==> src/rtl/sac_cfg.svh <==
// Register map, reset values and conversion timing of the converter control block
`ifndef SAC_CFG_SVH
`define SAC_CFG_SVH

`define SAC_OFF_CTRL    8'h3c
`define SAC_OFF_DATA    8'h40
`define SAC_OFF_CLK     8'h44
`define SAC_OFF_PDAT    8'h48
`define SAC_OFF_PDIR    8'h4c

`define SAC_CTRL_RESET  8'h1f
`define SAC_CLK_RESET   8'h00
`define SAC_SEL_OFF     5'h1f
`define SAC_CHANNELS    4
`define SAC_CONV_TICKS  5'h10
`define SAC_LAST_TICK   4'hf
`define SAC_MSB_INDEX   3'h7

`endif

==> src/rtl/sac_pkg.sv <==
// Types shared by the converter control block
package sac_pkg;

    typedef enum logic {
        SAC_IDLE,
        SAC_CONVERT
    } sac_state_e;

    // Status/control register layout
    typedef struct packed {
        logic       conversion_done_flag;
        logic       conversion_irq_enable;
        logic       continuous_convert;
        logic [4:0] input_select_field;
    } sac_ctrl_s;

    // Converter clock register layout
    typedef struct packed {
        logic [2:0] converter_clock_divider;
        logic       converter_clock_source;
        logic [3:0] reserved;
    } sac_clk_s;

endpackage

==> src/rtl/sac_top.sv <==
// Converter control: APB registers, shared port pins, prescaler and SAR sequencing
`timescale 1ns/10ps
`include "sac_cfg.svh"

// How it works
// - A status/control write starts a conversion taking 16 to 17 converter clocks
// - At completion load result, then set done flag or raise interrupt per enable
// - Select field routes one of four shared port pins to the converter
// - Selected pin is forced to converter input; port writes do not reach it
// - Unselected pins stay ordinary general-purpose port pins
// - Port read of selected pin gives 0 if direction 0, else data latch
// - Eight-bit result; full scale all ones, ground zeros, out-of-range clamped
// - Continuous mode overwrites the data register with every new result
// - Continuous mode restarts after each conversion until software clears the bit
// - Continuous mode sets done flag after first result until write or data read
// - With interrupt enabled: flag 0 gives CPU interrupt, flag 1 gives DMA request
// - With interrupt enabled the done flag is not used to mark completion
// - Conversions continue in wait mode; the interrupt can wake the processor
// - Stop entry aborts conversion; conversions resume when stop ends
// - Five-bit select field; all ones powers off; reset sets all ones
// - Pending interrupt clears on data register read or status/control write
// - Continuous clear gives one conversion per start; reset clears control bits
// - Converter clock is source divided by 1 to 16; reset selects oscillator
module sac_top (
    input  wire logic        clk,
    input  wire logic        rst,
    input  wire logic        psel,
    input  wire logic        penable,
    input  wire logic        pwrite,
    input  wire logic [7:0]  paddr,
    input  wire logic [31:0] pwdata,
    output logic      [31:0] prdata,
    output logic             pready,
    output logic             pslverr,
    input  wire logic        oscillator_output_clock,
    input  wire logic        stop_mode,
    input  wire logic        comparator_in,
    output logic      [7:0]  dac_code,
    output logic      [4:0]  input_select_field,
    output logic             converter_power_on,
    output logic             cpu_irq,
    output logic             dma_req,
    input  wire logic [3:0]  shared_port_pins_in,
    output logic      [3:0]  shared_port_pins_out,
    output logic      [3:0]  shared_port_pins_oe_n
);

    sac_pkg::sac_ctrl_s  ctrl_reg;
    sac_pkg::sac_clk_s   clk_reg;
    sac_pkg::sac_state_e state_reg;
    logic [7:0]  data_reg;
    logic [3:0]  port_data_reg;
    logic [3:0]  port_dir_reg;
    logic [3:0]  tick_cnt_reg;
    logic [7:0]  sar_reg;
    logic        resume_reg;
    logic        sample_reg;
    logic [31:0] prdata_reg;
    logic        pready_reg;
    logic        pslverr_reg;
    logic        power_reg;
    logic        cpu_irq_reg;
    logic        dma_req_reg;
    logic [3:0]  pin_out_reg;
    logic [3:0]  pin_oe_n_reg;
    logic [5:0]  sync1_reg;
    logic [5:0]  sync2_reg;
    logic        osc_prev_reg;

    logic        setup;
    logic        access;
    logic        wr_ctrl;
    logic        rd_data;
    logic        addr_hit;
    logic [7:0]  rd_mux;
    logic [3:0]  in_use;
    logic [3:0]  port_rd;
    logic        src_tick;
    logic        conv_tick;
    logic        start;
    logic        conv_done;
    logic        power_next;
    logic [2:0]  bit_idx;
    logic [7:0]  bit_mask;
    logic [7:0]  sar_dec;

    // ----------------------------------------------------------------
    // Input synchronisers
    // ----------------------------------------------------------------
    // Bits 3:0 port pins, 4 comparator, 5 oscillator clock
    always_ff @(posedge clk or posedge rst)
    begin
        if (rst)
        begin
            sync1_reg    <= 6'h00;
            sync2_reg    <= 6'h00;
            osc_prev_reg <= 1'b0;
        end
        else
        begin
            sync1_reg    <= {oscillator_output_clock, comparator_in, shared_port_pins_in};
            sync2_reg    <= sync1_reg;
            osc_prev_reg <= sync2_reg[5];
        end
    end

    // Bus clock source ticks every cycle; oscillator ticks on its rising edge
    assign src_tick = clk_reg.converter_clock_source ? 1'b1 : (sync2_reg[5] && !osc_prev_reg);

    sac_clkdiv #(
        .DIV_W (3),
        .CNT_W (4)
    ) u_div (
        .clk       (clk),
        .rst       (rst),
        .src_tick  (src_tick),
        .div_sel   (clk_reg.converter_clock_divider),
        .conv_tick (conv_tick)
    );

    // ----------------------------------------------------------------
    // APB slave
    // ----------------------------------------------------------------
    assign setup   = psel && !penable;
    assign access  = psel && penable && pready_reg;
    assign wr_ctrl = access && pwrite && (paddr == `SAC_OFF_CTRL);
    assign rd_data = access && !pwrite && (paddr == `SAC_OFF_DATA);

    always_comb
    begin
        for (int i = 0; i < `SAC_CHANNELS; i++)
        begin
            in_use[i]  = (ctrl_reg.input_select_field == 5'(i));
            port_rd[i] = port_dir_reg[i] ? port_data_reg[i]
                       : (in_use[i] ? 1'b0 : sync2_reg[i]);
        end
    end

    always_comb
    begin
        addr_hit = 1'b1;
        rd_mux   = 8'h00;
        case (paddr)
            `SAC_OFF_CTRL: rd_mux = ctrl_reg;
            `SAC_OFF_DATA: rd_mux = data_reg;
            `SAC_OFF_CLK:  rd_mux = clk_reg;
            `SAC_OFF_PDAT: rd_mux = {4'h0, port_rd};
            `SAC_OFF_PDIR: rd_mux = {4'h0, port_dir_reg};
            default:       addr_hit = 1'b0;
        endcase
    end

    // Answer is registered in the setup cycle, so access needs no wait state
    always_ff @(posedge clk or posedge rst)
    begin
        if (rst)
        begin
            pready_reg  <= 1'b0;
            prdata_reg  <= 32'h0000_0000;
            pslverr_reg <= 1'b0;
        end
        else
        begin
            pready_reg  <= setup;
            prdata_reg  <= (setup && !pwrite) ? {24'h00_0000, rd_mux} : 32'h0000_0000;
            pslverr_reg <= setup && !addr_hit;
        end
    end

    always_ff @(posedge clk or posedge rst)
    begin
        if (rst)
        begin
            clk_reg       <= `SAC_CLK_RESET;
            port_data_reg <= 4'h0;
            port_dir_reg  <= 4'h0;
        end
        else if (access && pwrite)
        begin
            if (paddr == `SAC_OFF_CLK)
                clk_reg <= {pwdata[7:4], 4'h0};
            if (paddr == `SAC_OFF_PDAT)
                port_data_reg <= pwdata[3:0];
            if (paddr == `SAC_OFF_PDIR)
                port_dir_reg <= pwdata[3:0];
        end
    end

    // ----------------------------------------------------------------
    // Status/control register and completion events
    // ----------------------------------------------------------------
    always_ff @(posedge clk or posedge rst)
    begin
        if (rst)
            ctrl_reg <= `SAC_CTRL_RESET;
        else if (wr_ctrl)
        begin
            ctrl_reg.input_select_field    <= pwdata[4:0];
            ctrl_reg.continuous_convert    <= pwdata[5];
            ctrl_reg.conversion_irq_enable <= pwdata[6];
            // Flag can be written to 1 only when the same write enables interrupts; otherwise the write clears it
            ctrl_reg.conversion_done_flag  <= pwdata[7] && pwdata[6];
        end
        else if (conv_done && !ctrl_reg.conversion_irq_enable)
            ctrl_reg.conversion_done_flag <= 1'b1;
        else if (rd_data)
            ctrl_reg.conversion_done_flag <= 1'b0;
    end

    // Not gated by anything low-power: the request must wake a waiting CPU
    always_ff @(posedge clk or posedge rst)
    begin
        if (rst)
        begin
            cpu_irq_reg <= 1'b0;
            dma_req_reg <= 1'b0;
        end
        else if (conv_done && ctrl_reg.conversion_irq_enable)
        begin
            cpu_irq_reg <= cpu_irq_reg || !ctrl_reg.conversion_done_flag;
            dma_req_reg <= dma_req_reg || ctrl_reg.conversion_done_flag;
        end
        else if (wr_ctrl || rd_data)
        begin
            cpu_irq_reg <= 1'b0;
            dma_req_reg <= 1'b0;
        end
    end

    always_ff @(posedge clk or posedge rst)
    begin
        if (rst)
            data_reg <= 8'h00;
        else if (conv_done)
            data_reg <= sar_dec;
    end

    // ----------------------------------------------------------------
    // Conversion sequencer
    // ----------------------------------------------------------------
    // Even ticks place a trial bit, odd ticks keep or drop it: 8 bits in 16 ticks
    assign bit_idx    = `SAC_MSB_INDEX - tick_cnt_reg[3:1];
    assign bit_mask   = 8'h01 << bit_idx;
    assign sar_dec    = sync2_reg[4] ? sar_reg : (sar_reg & ~bit_mask);
    assign power_next = wr_ctrl ? (pwdata[4:0] != `SAC_SEL_OFF)
                                : (ctrl_reg.input_select_field != `SAC_SEL_OFF);
    assign start      = !stop_mode && power_next && (wr_ctrl || resume_reg);
    assign conv_done  = (state_reg == sac_pkg::SAC_CONVERT) && conv_tick && !stop_mode
                        && !wr_ctrl && (tick_cnt_reg == `SAC_LAST_TICK);

    always_ff @(posedge clk or posedge rst)
    begin
        if (rst)
        begin
            state_reg    <= sac_pkg::SAC_IDLE;
            tick_cnt_reg <= 4'h0;
            sar_reg      <= 8'h00;
            resume_reg   <= 1'b0;
            sample_reg   <= 1'b0;
        end
        else if (stop_mode)
        begin
            state_reg  <= sac_pkg::SAC_IDLE;
            resume_reg <= resume_reg || (state_reg == sac_pkg::SAC_CONVERT);
        end
        else if (start)
        begin
            state_reg    <= sac_pkg::SAC_CONVERT;
            tick_cnt_reg <= 4'h0;
            sar_reg      <= 8'h00;
            resume_reg   <= 1'b0;
            sample_reg   <= 1'b1;
        end
        else if (wr_ctrl || !power_next)
        begin
            state_reg  <= sac_pkg::SAC_IDLE;
            resume_reg <= 1'b0;
        end
        else
        begin
            case (state_reg)
                sac_pkg::SAC_IDLE:
                    tick_cnt_reg <= 4'h0;
                sac_pkg::SAC_CONVERT:
                    if (conv_done)
                    begin
                        tick_cnt_reg <= 4'h0;
                        sar_reg      <= 8'h00;
                        sample_reg   <= 1'b1;
                        if (!ctrl_reg.continuous_convert)
                            state_reg <= sac_pkg::SAC_IDLE;
                    end
                    // First tick only samples, so a conversion spans 16 to 17 ticks
                    else if (conv_tick && sample_reg)
                        sample_reg <= 1'b0;
                    else if (conv_tick)
                    begin
                        tick_cnt_reg <= tick_cnt_reg + 4'h1;
                        sar_reg      <= tick_cnt_reg[0] ? sar_dec : (sar_reg | bit_mask);
                    end
                default:
                    state_reg <= sac_pkg::SAC_IDLE;
            endcase
        end
    end

    // ----------------------------------------------------------------
    // Pin and analog outputs
    // ----------------------------------------------------------------
    always_ff @(posedge clk or posedge rst)
    begin
        if (rst)
        begin
            pin_out_reg  <= 4'h0;
            pin_oe_n_reg <= 4'hf;
            power_reg    <= 1'b0;
        end
        else
        begin
            pin_out_reg  <= port_data_reg;
            pin_oe_n_reg <= ~(port_dir_reg & ~in_use);
            power_reg    <= !stop_mode && (ctrl_reg.input_select_field != `SAC_SEL_OFF);
        end
    end

    assign prdata                = prdata_reg;
    assign pready                = pready_reg;
    assign pslverr               = pslverr_reg;
    assign dac_code              = sar_reg;
    assign input_select_field    = ctrl_reg.input_select_field;
    assign converter_power_on    = power_reg;
    assign cpu_irq               = cpu_irq_reg;
    assign dma_req               = dma_req_reg;
    assign shared_port_pins_out  = pin_out_reg;
    assign shared_port_pins_oe_n = pin_oe_n_reg;

    // ----------------------------------------------------------------
    // Assertions
    // ----------------------------------------------------------------
    logic [4:0] ticks_seen_reg;

    always_ff @(posedge clk or posedge rst)
    begin
        if (rst)
            ticks_seen_reg <= 5'h00;
        else if (start || conv_done)
            ticks_seen_reg <= 5'h00;
        else if (conv_tick && (state_reg == sac_pkg::SAC_CONVERT) && (ticks_seen_reg != 5'h1f))
            ticks_seen_reg <= ticks_seen_reg + 5'h01;
    end
endmodule

==> src/rtl/sac_clkdiv.sv <==
// Converter clock prescaler: turns source ticks into converter clock enables
`timescale 1ns/10ps

module sac_clkdiv #(
    parameter int DIV_W = 3,
    parameter int CNT_W = 4
) (
    input  wire logic             clk,
    input  wire logic             rst,
    input  wire logic             src_tick,
    input  wire logic [DIV_W-1:0] div_sel,
    output logic                  conv_tick
);

    logic [CNT_W-1:0] cnt_reg;
    logic [CNT_W-1:0] mask;

    // Divide by 1, 2, 4, 8; any code with the top bit set divides by 16
    always_comb
    begin
        case (div_sel)
            3'h0:    mask = 4'h0;
            3'h1:    mask = 4'h1;
            3'h2:    mask = 4'h3;
            3'h3:    mask = 4'h7;
            default: mask = 4'hf;
        endcase
    end

    // Free running so a start lands anywhere in the period
    always_ff @(posedge clk or posedge rst)
    begin
        if (rst)
            cnt_reg <= 4'h0;
        else if (src_tick)
            cnt_reg <= cnt_reg + 4'h1;
    end

    assign conv_tick = src_tick && ((cnt_reg & mask) == mask);

endmodule

==> config.mk <==
export PLATFORM = sky130hd
export DESIGN_NAME = sac_top
export DESIGN_NICKNAME = d
export VERILOG_FILES = /design/src/rtl/sac_pkg.sv /design/src/rtl/sac_top.sv /design/src/rtl/sac_clkdiv.sv
export VERILOG_INCLUDE_DIRS = /design/src /design/src/rtl
export SDC_FILE = /design/constraint.sdc
export NUM_CORES = 1
export LEC_CHECK = 0
export ABC_CLOCK_PERIOD_IN_PS = 2300
export BUFFER_PORTS_ARGS = -buffer_cell sky130_fd_sc_hd__buf_2
export CORE_ASPECT_RATIO = 1.1
export CORE_MARGIN = 2
export CORE_UTILIZATION = 42
export CTS_CLUSTER_SIZE = 8
export DETAILED_ROUTE_END_ITERATION = 16
export PLACE_DENSITY_LB_ADDON = 0.3
export SETUP_SLACK_MARGIN = 0.2
export SYNTH_ARGS = -nofsm -noshare
export SYNTH_HDL_FRONTEND = slang
export SYNTH_SLANG_ARGS = --single-unit
==> constraint.sdc <==
create_clock -name clk -period 2.3 [get_ports clk]
set_input_delay 0.46 -clock clk [delete_from_list [all_inputs] [get_ports clk]]
set_output_delay 0.46 -clock clk [all_outputs]
set_load 0.1 [all_outputs]
==> impl_results.md, run 1 <==
* Drt total wl at 8290 um
* Starting Density at 0.436
* R2R Setup Slk at 240 ps
* Layout cells sized above 1 at 0.375
* Yosys top cell area share at 0.489
* IO Pins at 110
* Sw frac at 0.306
* Vias in the first global route at 2799
* Comb power frac at 0.133
* PortBufs at 61
* Initial drt markers at 116
* Leakage at 2.11 nW
* GR Layer Usage met3 at 0.0265
* HPWL after detailed placement at 6070 um
* Post-synth ARST share at 1.00
* Via density per instance at 5.13
* WP data required at 2590 ps
* Final Hold Fails at 0
* Clk Latency, worst-skew pair at 350 ps
* CTS tree: done
* Pin count of the biggest net entering global routing at 82
* Synth Flop Type: dfrtp_1
* Critical path class: in -> reg
* Reg2reg end: dac_code[1]$_DFFE_PP0P_
* Gpl congestion at 0.827
* TritonCTS sink count at 81
* WP data arrival at 2350 ps
* Status: finished, final reports clean
* CTS Buf Count at 9
* EDFF count, synth at 0
* Placed inst area at 4280 um^2
* Post-layout minimum cycle time at 2070 ps
* Internal at 0.00200 W
* # diodes at 0
* Pwr per Cell Area at 638 nW/um^2
* Bufs on Longest Clock Path at 2
* Startpoint types: input pin
* Die area at 9530 um^2
* Slew HR at 0.496
* Sequential-to-total area share from yosys stat at 0.554
* Distinct cell type count after synthesis at 51
* Unrepaired setup endpoints after global routing: yes
* Maximum vdd drop at 0.290 mV
* Via Count at 2799
* First-pass GRT wire length at 13600 um
* Net Sw Power at 0.000882 W
* Final WS setup at 234 ps
* Hold_buf cts at 0
* Row cnt at 35
* Area of the core at 8450 um^2
* Crit share post-route at 0.898
* Die height at 102 um
* Worst Reg-to-Reg Cells at 6
* Clock network power share at 0.338
* Synth Register Bits at 81
* Clock Skew at 7.04 ps
* CTS root buffer: clkbuf_8
* Mapped cell area at 3680 um^2
* Worst-Margin Slew at 753 ps
* Max Fanout on Critical Path at 8
* Final setup fails at 0
* Average instance area after synthesis at 10.9 um^2
* Worst min path class: in -> async
* Grt total ovfl at 0
* DR pass1 iterations at 5
* DRC Markers at 0
* Reg2Reg Launch Point: pready$_DFF_PP0_
* Met2 usage at 0.310
* Die X at 93.3 um
* H-tree depth at 3
* Post-route cell area at 4510 um^2
* Critical path endpoint category: flip-flop
* Seq pwr share at 0.529
* Total number of yosys warnings at 0
* Gr busiest metal: met2
* Initial antenna violation count at 0
* CTS clock-pin slew for the worst setup and hold paths at 90 ps
* Fmax achieved at 484 MHz
* Post-Syn Instances at 337
* Final nets at 484
* Synth area leader: dfrtp_1
* GRT Total Usage at 0.182
* Worst hold margin at 200 ps
* Ranking of synthesized cells by area: dfrtp_1, dfstp_2, mux2_2
* DR WL/cell at 15.2 um
* MaxCap Viol Count at 0
* Fin. max-slew vios at 0
* Area Overhead vs Synth at 22.5%
* Pre-CTS WS at -122 ps
* Grt met1 use at 0.235
* Post-route ant nets at 0
[cells in the final DEF, fill, tap and decap left out, drive strengths merged, types with 6 or more instances in the layout]
cell	netlist	routed
dfstp	9	9
inv	14	15
nand2b	7	7
a21oi	9	9
clkbuf	1	10
nor2	15	15
conb	1	24
nand3	7	7
mux2	20	20
nor2b	6	6
buf	36	96
o21ai	23	23
nor3	10	10
o31ai	6	6
nand2	40	40
dfrtp	72	72
[power by group through the flow]
stage	clock (W)	sequential (W)	combinational [W]
3_3_place_gp	0	0.00155	0.000375
3_5_place_dp	0	0.00155	0.000383
4_1_cts	0.000994	0.00152	0.000384
5_1_grt	0.00106	0.00153	0.000412
2_1_floorplan	0	0.00157	0.000310
6_report	0.000972	0.00152	0.000383
[per-layer routing]
layer,vias up,part of all wire
li1,1336,-
met4,0,0.017
met1,1357,0.44
met3,12,0.051
met2,94,0.49
met5,-,0
[logic make-up (layout without fill, tap and decap cells)]
group / after synthesis / count (layout) / synth area share
other: 1 / 24 / 0.00102
xor gates and xnor gates: 3 / 3 / 0.00714
muxes: 21 / 21 / 0.0639
DFF: 81 / 81 / 0.554
and+or+nand+nor: 109 / 109 / 0.158
buffers and inverters: 51 / 126 / 0.0839
AOI/OAI and AO/OA: 69 / 69 / 0.126
adders and majority gates: 2 / 2 / 0.00679
[how the worst max path moves through the flow]
stage	cells past startpoint	from	end	slack [ps]
4_1_cts	6	clk_reg[6]$_DFFE_PP0P_	dac_code[7]$_DFFE_PP0P_	200
5_1_grt	6	clk_reg[7]$_DFFE_PP0P_	dac_code[7]$_DFFE_PP0P_	170
6_report	7	paddr[0]	dac_code[1]$_DFFE_PP0P_	230
3_3_place_gp	7	paddr[6]	dac_code[3]$_DFFE_PP0P_	-120
2_1_floorplan	7	paddr[6]	dac_code[1]$_DFFE_PP0P_	60
3_5_place_dp	7	paddr[0]	dac_code[1]$_DFFE_PP0P_	-120
[cell usage after synthesis, types with 3 or more instances]
| master | n |
|---|---|
| dfrtp_1 | 72 |
| nor2_1 | 15 |
| a221oi_1 | 4 |
| inv_1 | 14 |
| a22o_1 | 3 |
| o211ai_1 | 3 |
| nor3_1 | 9 |
| nand4_1 | 5 |
| o31ai_1 | 6 |
| o2bb2ai_1 | 3 |
| xnor2_1 | 3 |
| nand2b_1 | 7 |
| and4_1 | 3 |
| nand2_1 | 40 |
| nor2b_1 | 6 |
| nor4_1 | 3 |
| buf_4 | 29 |
| a22oi_1 | 3 |
| buf_2 | 7 |
| dfstp_2 | 9 |
| a222oi_1 | 3 |
| mux2_2 | 20 |
| o21ai_0 | 23 |
| nand3b_1 | 3 |
| a21oi_1 | 9 |
| nand3_1 | 7 |
[stage by stage]
step	total power (W)	util	std cells	TNS [ps]
2_1_floorplan	0.00188	-	360	0
5_1_grt	0.00301	0.534	546	0
3_5_place_dp	0.00193	0.506	529	-695
4_1_cts	0.00290	0.530	545	0
3_3_place_gp	0.00192	0.506	529	-625
6_report	0.00288	0.534	546	0
[worst max-delay path, cell delays in order]
cell and delay [ps]:
buf_2 100, nand4bb_1 230, or4_4 630, and2_4 190, nor4b_4 290, and3b_2 270
a32o_1 160
[repair_timing]
item / 4_1_cts / 5_1_grt
gates resized for setup: 3 / 6
pin swaps: 0 / 4
gates cloned: 0 / 0
endpoints found under the setup margin: 9 / 12
setup buffers: 0 / 1
[cell type report]
type / count / area, um^2
Fill cell: 777 / 3940
Sequential cell: 81 / 2040
Multi-Input combinational cell: 228 / 1500
Timing Repair Buffer: 96 / 581
Tap cell: 111 / 139
Clock buffer: 10 / 138
Inverter: 14 / 56.3
Clock inverter: 6 / 50.0
(Power assumes the default switching activity.)
==> run 2, diff against run 1 <==
ABC_AREA = 1   (was unset)
CORE_UTILIZATION = 47   (was 42)
SKIP_CTS_REPAIR_TIMING = 1   (was unset)
==> run 2 against run 1 <==
Register-to-register slack improved by 200 ps. Via count grew 6.7%. Die area decreased by 5.3%. Power grew 14%. Largest cell class unchanged. Largest power group unchanged. Highest routed layer unchanged. Clock skew increased by 1.6 ps. Worst setup slack improved by 190 ps. Critical endpoint is now input_select_field[1]. First-iteration DRC count up 100%.
==> impl_results.md, run 2 <==
* Seq pwr share at 0.477 (-0.052)
* Mapped cell area at 3890 um^2 (+5.7%)
* Sequential-to-total area share from yosys stat at 0.524 (-0.0297)
* Via Count at 2986 (+6.7%)
* IO Pins at 110 (unchanged)
* CTS tree: done
* Most frequent cells in the layout: nand2_1, dfrtp_1, buf_2, o21ai_0, inv_1
* Net Sw Power at 0.00106 W (+21%)
* CTS root buffer: clkbuf_8
* Average instance area after synthesis at 8.86 um^2 (-19%)
* Initial drt markers at 235 (+100%)
* Worst path max stage delay at 610 ps (-20 ps)
* Fin. max-slew vios at 0 (unchanged)
* Worst-Margin Slew at 574 ps (-179 ps)
* Maximum vdd drop at 0.390 mV (+34%)
* Total number of yosys warnings at 0 (unchanged)
* Die height at 99.4 um (-2.7%)
* Comb power frac at 0.183 (+0.050)
* Die X at 90.8 um (-2.7%)
* Post-layout minimum cycle time at 1880 ps (-186 ps)
* GRT Total Usage at 0.180 (-0.00220)
* Clock Skew at 8.65 ps (+1.61 ps)
* Synth Flop Type: dfrtp_1
* Area Overhead vs Synth at 13.6%
* CTS Buf Count at 9 (unchanged)
* MaxCap Viol Count at 0 (unchanged)
* Synth Register Bits at 81 (unchanged)
* Buffers & Inverters on Critical Path at 1 (unchanged)
* Die area at 9020 um^2 (-5.3%)
* Startpoint types: flip-flop
* CTS clock-pin slew for the worst setup and hold paths at 80 ps (about the same)
* DRC Markers at 0 (unchanged)
* Setup TNS at 0 ps (unchanged)
* First-pass GRT wire length at 13000 um (-4.5%)
* Bufs on Longest Clock Path at 2 (unchanged)
* Total chip power at 0.00329 W (+14%)
* Most frequent cells after synthesis: nand2_1, dfrtp_1, inv_1, o21ai_0, buf_4
* DR WL/cell at 12.3 um (-19%)
* Cells along the critical path: buf_2
* Number of fill cells at 762 (-1.9%)
* Slew HR at 0.614 (+0.118)
* Critical path's top delay family: flip-flops
* Post-Syn Instances at 439 (+30%)
* Crit-path slowest cell: dfstp_2
* EDFF count, synth at 0 (unchanged)
* Leakage at 2.25 nW (+6.6%)
* Area of the core at 7960 um^2 (-5.9%)
* Final nets at 557 (+15%)
* WP data arrival at 1420 ps (-930 ps)
* Internal at 0.00223 W (+12%)
* Worst min path class: in -> async
* Drt total wl at 7550 um (-8.8%)
* # diodes at 0 (unchanged)
* Max Fanout on Critical Path at 7 (-1)
* Layout cells sized above 1 at 0.240 (-0.135)
* Status: finished, final reports clean
* Pin count of the biggest net entering global routing at 56 (-32%)
* Starting Density at 0.489 (+0.0535)
* Vias in the first global route at 2837 (+1.4%)
* Crit share post-route at 0.818 (-0.0807)
* Critical path endpoint category: output pin
* Post-synth ARST share at 1.00 (unchanged)
* Row cnt at 34 (-2.9%)
* Initial antenna violation count at 0 (unchanged)
* Critical path class: reg -> out
* Clk Latency, worst-skew pair at 350 ps (about the same)
* PortBufs at 61 (unchanged)
* Sw frac at 0.323 (+0.0167)
* Grt total ovfl at 0 (unchanged)
* Most frequent cell after synthesis: nand2_1
* H-tree depth at 3 (unchanged)
* Post-route ant nets at 0 (unchanged)
* Most common cell after layout, fill and taps aside: nand2_1
* R2R Setup Slk at 440 ps (+200 ps)
* Distinct cell type count after synthesis at 37 (-27%)
* DR pass1 iterations at 4 (-1)
* Unrepaired setup endpoints after global routing: no
* Final setup fails at 0 (unchanged)
* Yosys top cell area share at 0.463 (-0.0263)
* Synth area leader: dfrtp_1
* TritonCTS sink count at 81 (unchanged)
* WP data required at 1840 ps (-750 ps)
* Ranking of synthesized cells by area: dfrtp_1, nand2_1, o21ai_0
* Via density per instance at 4.85 (-5.4%)
* HPWL after detailed placement at 5800 um (-4.3%)
* Fmax achieved at 532 MHz (+9.9%)
* Clock network power share at 0.339 (about the same)
* Final Hold Fails at 0 (unchanged)
* Pwr per Cell Area at 745 nW/um^2 (+17%)
* Gpl congestion at 0.861 (+4.1%)
run 2: logic make-up after synthesis:
family                     count (synthesis)  share of synthesized area
buffers and inverters                     86                      0.117
AOI/OAI and AO/OA                         72                      0.108
and+or+nand+nor                          192                      0.232
other                                      1                   0.000964
DFF                                       81                      0.524
adders and majority gates                  2                    0.00643
xor gates and xnor gates                   5                     0.0113
run 2: final timing paths:
check,from,end,cells after the start
setup / recovery,input_select_field[1]$_DFFE_PP1P_,input_select_field[1],1
hold / removal,rst,port_dir_reg[2]$_DFFE_PP0P_,2
setup reg to reg,tick_cnt_reg[0]$_DFFE_PP0P_,dac_code[3]$_DFFE_PP0P_,8
hold reg to reg,sync1_reg[2]$_DFF_PP0_,sync2_reg[2]$_DFF_PP0_,0
max in group asynchronous,rst,input_select_field[1]$_DFFE_PP1P_,3
min in group clk,comparator_in,sync1_reg[4]$_DFF_PP0_,1
run 2: per-layer routing:
metal	wire, um	global-route usage	vias up
met3	453	0.0424	8
met4	85	0.0533	0
met2	3690	0.295	93
met1	3330	0.240	1399
met5	0	0	-
li1	-	-	1486
run 2: cell type report:
class	instances	area (um^2)	share of cell area
Sequential cell	81	2040	0.461
Multi-Input combinational cell	295	1490	0.336
Timing Repair Buffer	65	348	0.0787
Inverter	51	195	0.0441
Tap cell	108	135	0.0306
Clock buffer	9	124	0.0280
Clock inverter	7	95.1	0.0215
run 2: worst reg2reg max path, cell delays in order (launching register included):
cell and delay, ps:
dfrtp_1 520, ha_1 240, nand2_1 70, nor2_1 210, nand3_4 220, nand3_2 160
nand2_4 150, nand2_1 120, o21ai_2 50
run 2: power by group through the flow:
stage / Clock [W] / Sequential (W) / Combinational (W)
3_5_place_dp: 0 / 0.00160 / 0.000610
3_3_place_gp: 0 / 0.00160 / 0.000595
5_1_grt: 0.00121 / 0.00159 / 0.000652
6_report: 0.00112 / 0.00157 / 0.000604
4_1_cts: 0.00115 / 0.00157 / 0.000610
2_1_floorplan: 0 / 0.00171 / 0.000412
run 2: through the flow:
stage               setup WS [ps]  cells   util  hold slack [ps]  area [um^2]
finish                        419    616  0.556             36.4         4420
global route                  238    616  0.556             39.9         4420
detailed placement            328    600  0.528              338         4200
floorplan                     398    462      -              331         3980
CTS                           410    616  0.556             29.7         4420
global placement              360    600  0.528              334         4200
==> run 3, diff against run 2 <==
ABC_CLOCK_PERIOD_IN_PS = 1830   (was 2300)
CORE_UTILIZATION = 52   (was 47)
clock period = 1.83 ns   (was 2.3 ns; I/O delays follow)
==> run 3 against run 2 <==
Utilization increased by 12 points. Final cell count up 1.1%. Power is 35% higher. Hold slack improved by 11 ps. Sequential share of layout area down 4.8 points.
==> impl_results.md, run 3 (synthesis results as in run 2) <==
* Status: finished, final reports clean
* CTS root buffer: clkbuf_8
* Grt met1 use at 0.286 (+0.0468)
* Maximum vdd drop at 1.09 mV (+180%)
* Final setup fails at 0 (unchanged)
* CTS Buf Count at 9 (unchanged)
* Initial drt markers at 212 (-9.8%)
* DR pass1 iterations at 4 (unchanged)
* Pin count of the biggest net entering global routing at 25 (-55%)
* First-pass GRT wire length at 13600 um (+4.7%)
* DRC Markers at 0 (unchanged)
* Slew HR at 0.660 (+0.0459)
* Leakage at 2.45 nW (+9.1%)
* Most common cell after layout, fill and taps aside: nand2_1
* Final Hold Fails at 0 (unchanged)
* Gr busiest metal: met2
* Pwr per Cell Area at 899 nW/um^2 (+21%)
* IO Pins at 110 (unchanged)
* Startpoint types: flip-flop
* Initial antenna violation count at 0 (unchanged)
* Post-route ant nets at 0 (unchanged)
* Most frequent cells in the layout: nand2_1, dfrtp_1, buf_2, inv_1, o21ai_0
* Starting Density at 0.529 (+0.0403)
* Critical path class: reg -> out
* Number of fill cells at 587 (-23%)
* Via Count at 3137 (+5.1%)
* DR WL/cell at 13.8 um (+12%)
* WP data required at 1460 ps (-380 ps)
* H-tree depth at 3 (unchanged)
* CTS tree: done
* CTS clock-pin slew for the worst setup and hold paths at 80 ps (about the same)
* Bufs on Longest Clock Path at 2 (unchanged)
* Final Core Density at 0.673 (+0.117)
* Die X at 86.5 um (-4.7%)
* # diodes at 0 (unchanged)
* PortBufs at 61 (unchanged)
* Final nets at 585 (+5.0%)
* Drt total wl at 8590 um (+14%)
* FF/Latch Area at 2040 um^2 (+0.12%)
* Post-layout minimum cycle time at 1670 ps
* Post-route cell area at 4950 um^2 (+12%)
* Layout cells sized above 1 at 0.332 (+0.0919)
* Worst min path class: in -> async
* Via density per instance at 5.04 (+3.9%)
* Area of the multi-input gates at 1670 um^2 (+12%)
* WP data arrival at 1310 ps (-110 ps)
* Vias in the first global route at 2841 (+0.14%)
* Die height at 94.7 um (-4.7%)
* Row cnt at 33 (-2.9%)
* Fmax achieved at 598 MHz
* Critical path endpoint category: output pin
* Die area at 8190 um^2 (-9.2%)
* MaxCap Viol Count at 0 (unchanged)
* HPWL after detailed placement at 6160 um (+6.1%)
* Gpl congestion at 0.946 (+9.9%)
* Clk Latency, worst-skew pair at 350 ps (about the same)
* Placed inst area at 4300 um^2 (+2.4%)
* TritonCTS sink count at 81 (unchanged)
* Met2 usage at 0.346 (+0.0504)
* Area of the core at 7350 um^2 (-7.6%)
* GRT Total Usage at 0.215 (+0.0353)
* Fin. max-slew vios at 0 (unchanged)
* Worst-Margin Slew at 510 ps (-64.7 ps)
* Area Overhead vs Synth at 27.1%
* GR Layer Usage met3 at 0.0524 (+0.0100)
* Unrepaired setup endpoints after global routing: yes
* Max Fanout on Critical Path at 6 (-1)
* Crit share post-route at 0.914
* Clock Skew at 4.61 ps (-4.04 ps)
* Grt total ovfl at 0 (unchanged)
-- run 3: cell count changes in the layout (fill, tap and decap cells not counted), sizes merged --
cell    before  now
clkbuf       9   15
nand2      118  119
buf         65   87
clkinv       4    2
bufinv       2    3
-- run 3: layout make-up --
type                            count  area share
Tap cell                           87      0.0220
Inverter                           51      0.0400
Timing Repair Buffer               92       0.137
Sequential cell                    81       0.413
Multi-Input combinational cell    296       0.338
Clock buffer                       10      0.0278
Clock inverter                      6      0.0233
-- run 3: path summary, 6_finish.rpt --
path                                              startpoint                      end  slack (ps)  cells after the start
min in group clk                      shared_port_pins_in[0]   sync1_reg[0]$_DFF_PP0_         120                      1
max reg2reg                input_select_field[3]$_DFFE_PP1P_  dac_code[5]$_DFFE_PP0P_         190                     11
min                                                      rst  data_reg[2]$_DFFE_PP0P_          50                      2
max                        input_select_field[0]$_DFFE_PP1P_    input_select_field[0]         160                      2
min reg2reg                           sync1_reg[1]$_DFF_PP0_   sync2_reg[1]$_DFF_PP0_         350                      0
max in group asynchronous                                rst  ctrl_reg[5]$_DFFE_PP0P_        1120                      3
-- run 3: where the power goes --
| part | leakage [nW] | total, W | internal, W | switching [W] |
|---|---|---|---|---|
| Clock | 0.123 | 0.00161 | 0.000948 | 0.000658 |
| Sequential | 1.05 | 0.00196 | 0.00189 | 0.0000697 |
| Combinational | 1.28 | 0.000881 | 0.000199 | 0.000682 |
| Total | 2.45 | 0.00445 | 0.00304 | 0.00141 |
-- run 3: critical path, cell delays in order, from the launching register on --
cell     delay (ps)
dfstp_2         530
buf_4           140
buf_4           290
-- run 3: metrics by stage --
stage	worst slack [ps]	cells	setup TNS [ps]	hold slack [ps]	total power, W
floorplan	87.8	462	0	331	0.00267
global placement	69.6	592	0	333	0.00277
detailed placement	53.9	592	0	336	0.00279
CTS	-10.1	608	-13.5	55.0	0.00439
global route	105	623	0	63.3	0.00464
finish	157	623	0	47.3	0.00445
-- run 3: layer usage --
| metal | wire length (um) | vias to the layer above |
|---|---|---|
| met5 | 0 | - |
| met4 | 110 | 0 |
| met3 | 399 | 10 |
| met2 | 4350 | 92 |
| met1 | 3730 | 1493 |
| li1 | - | 1542 |
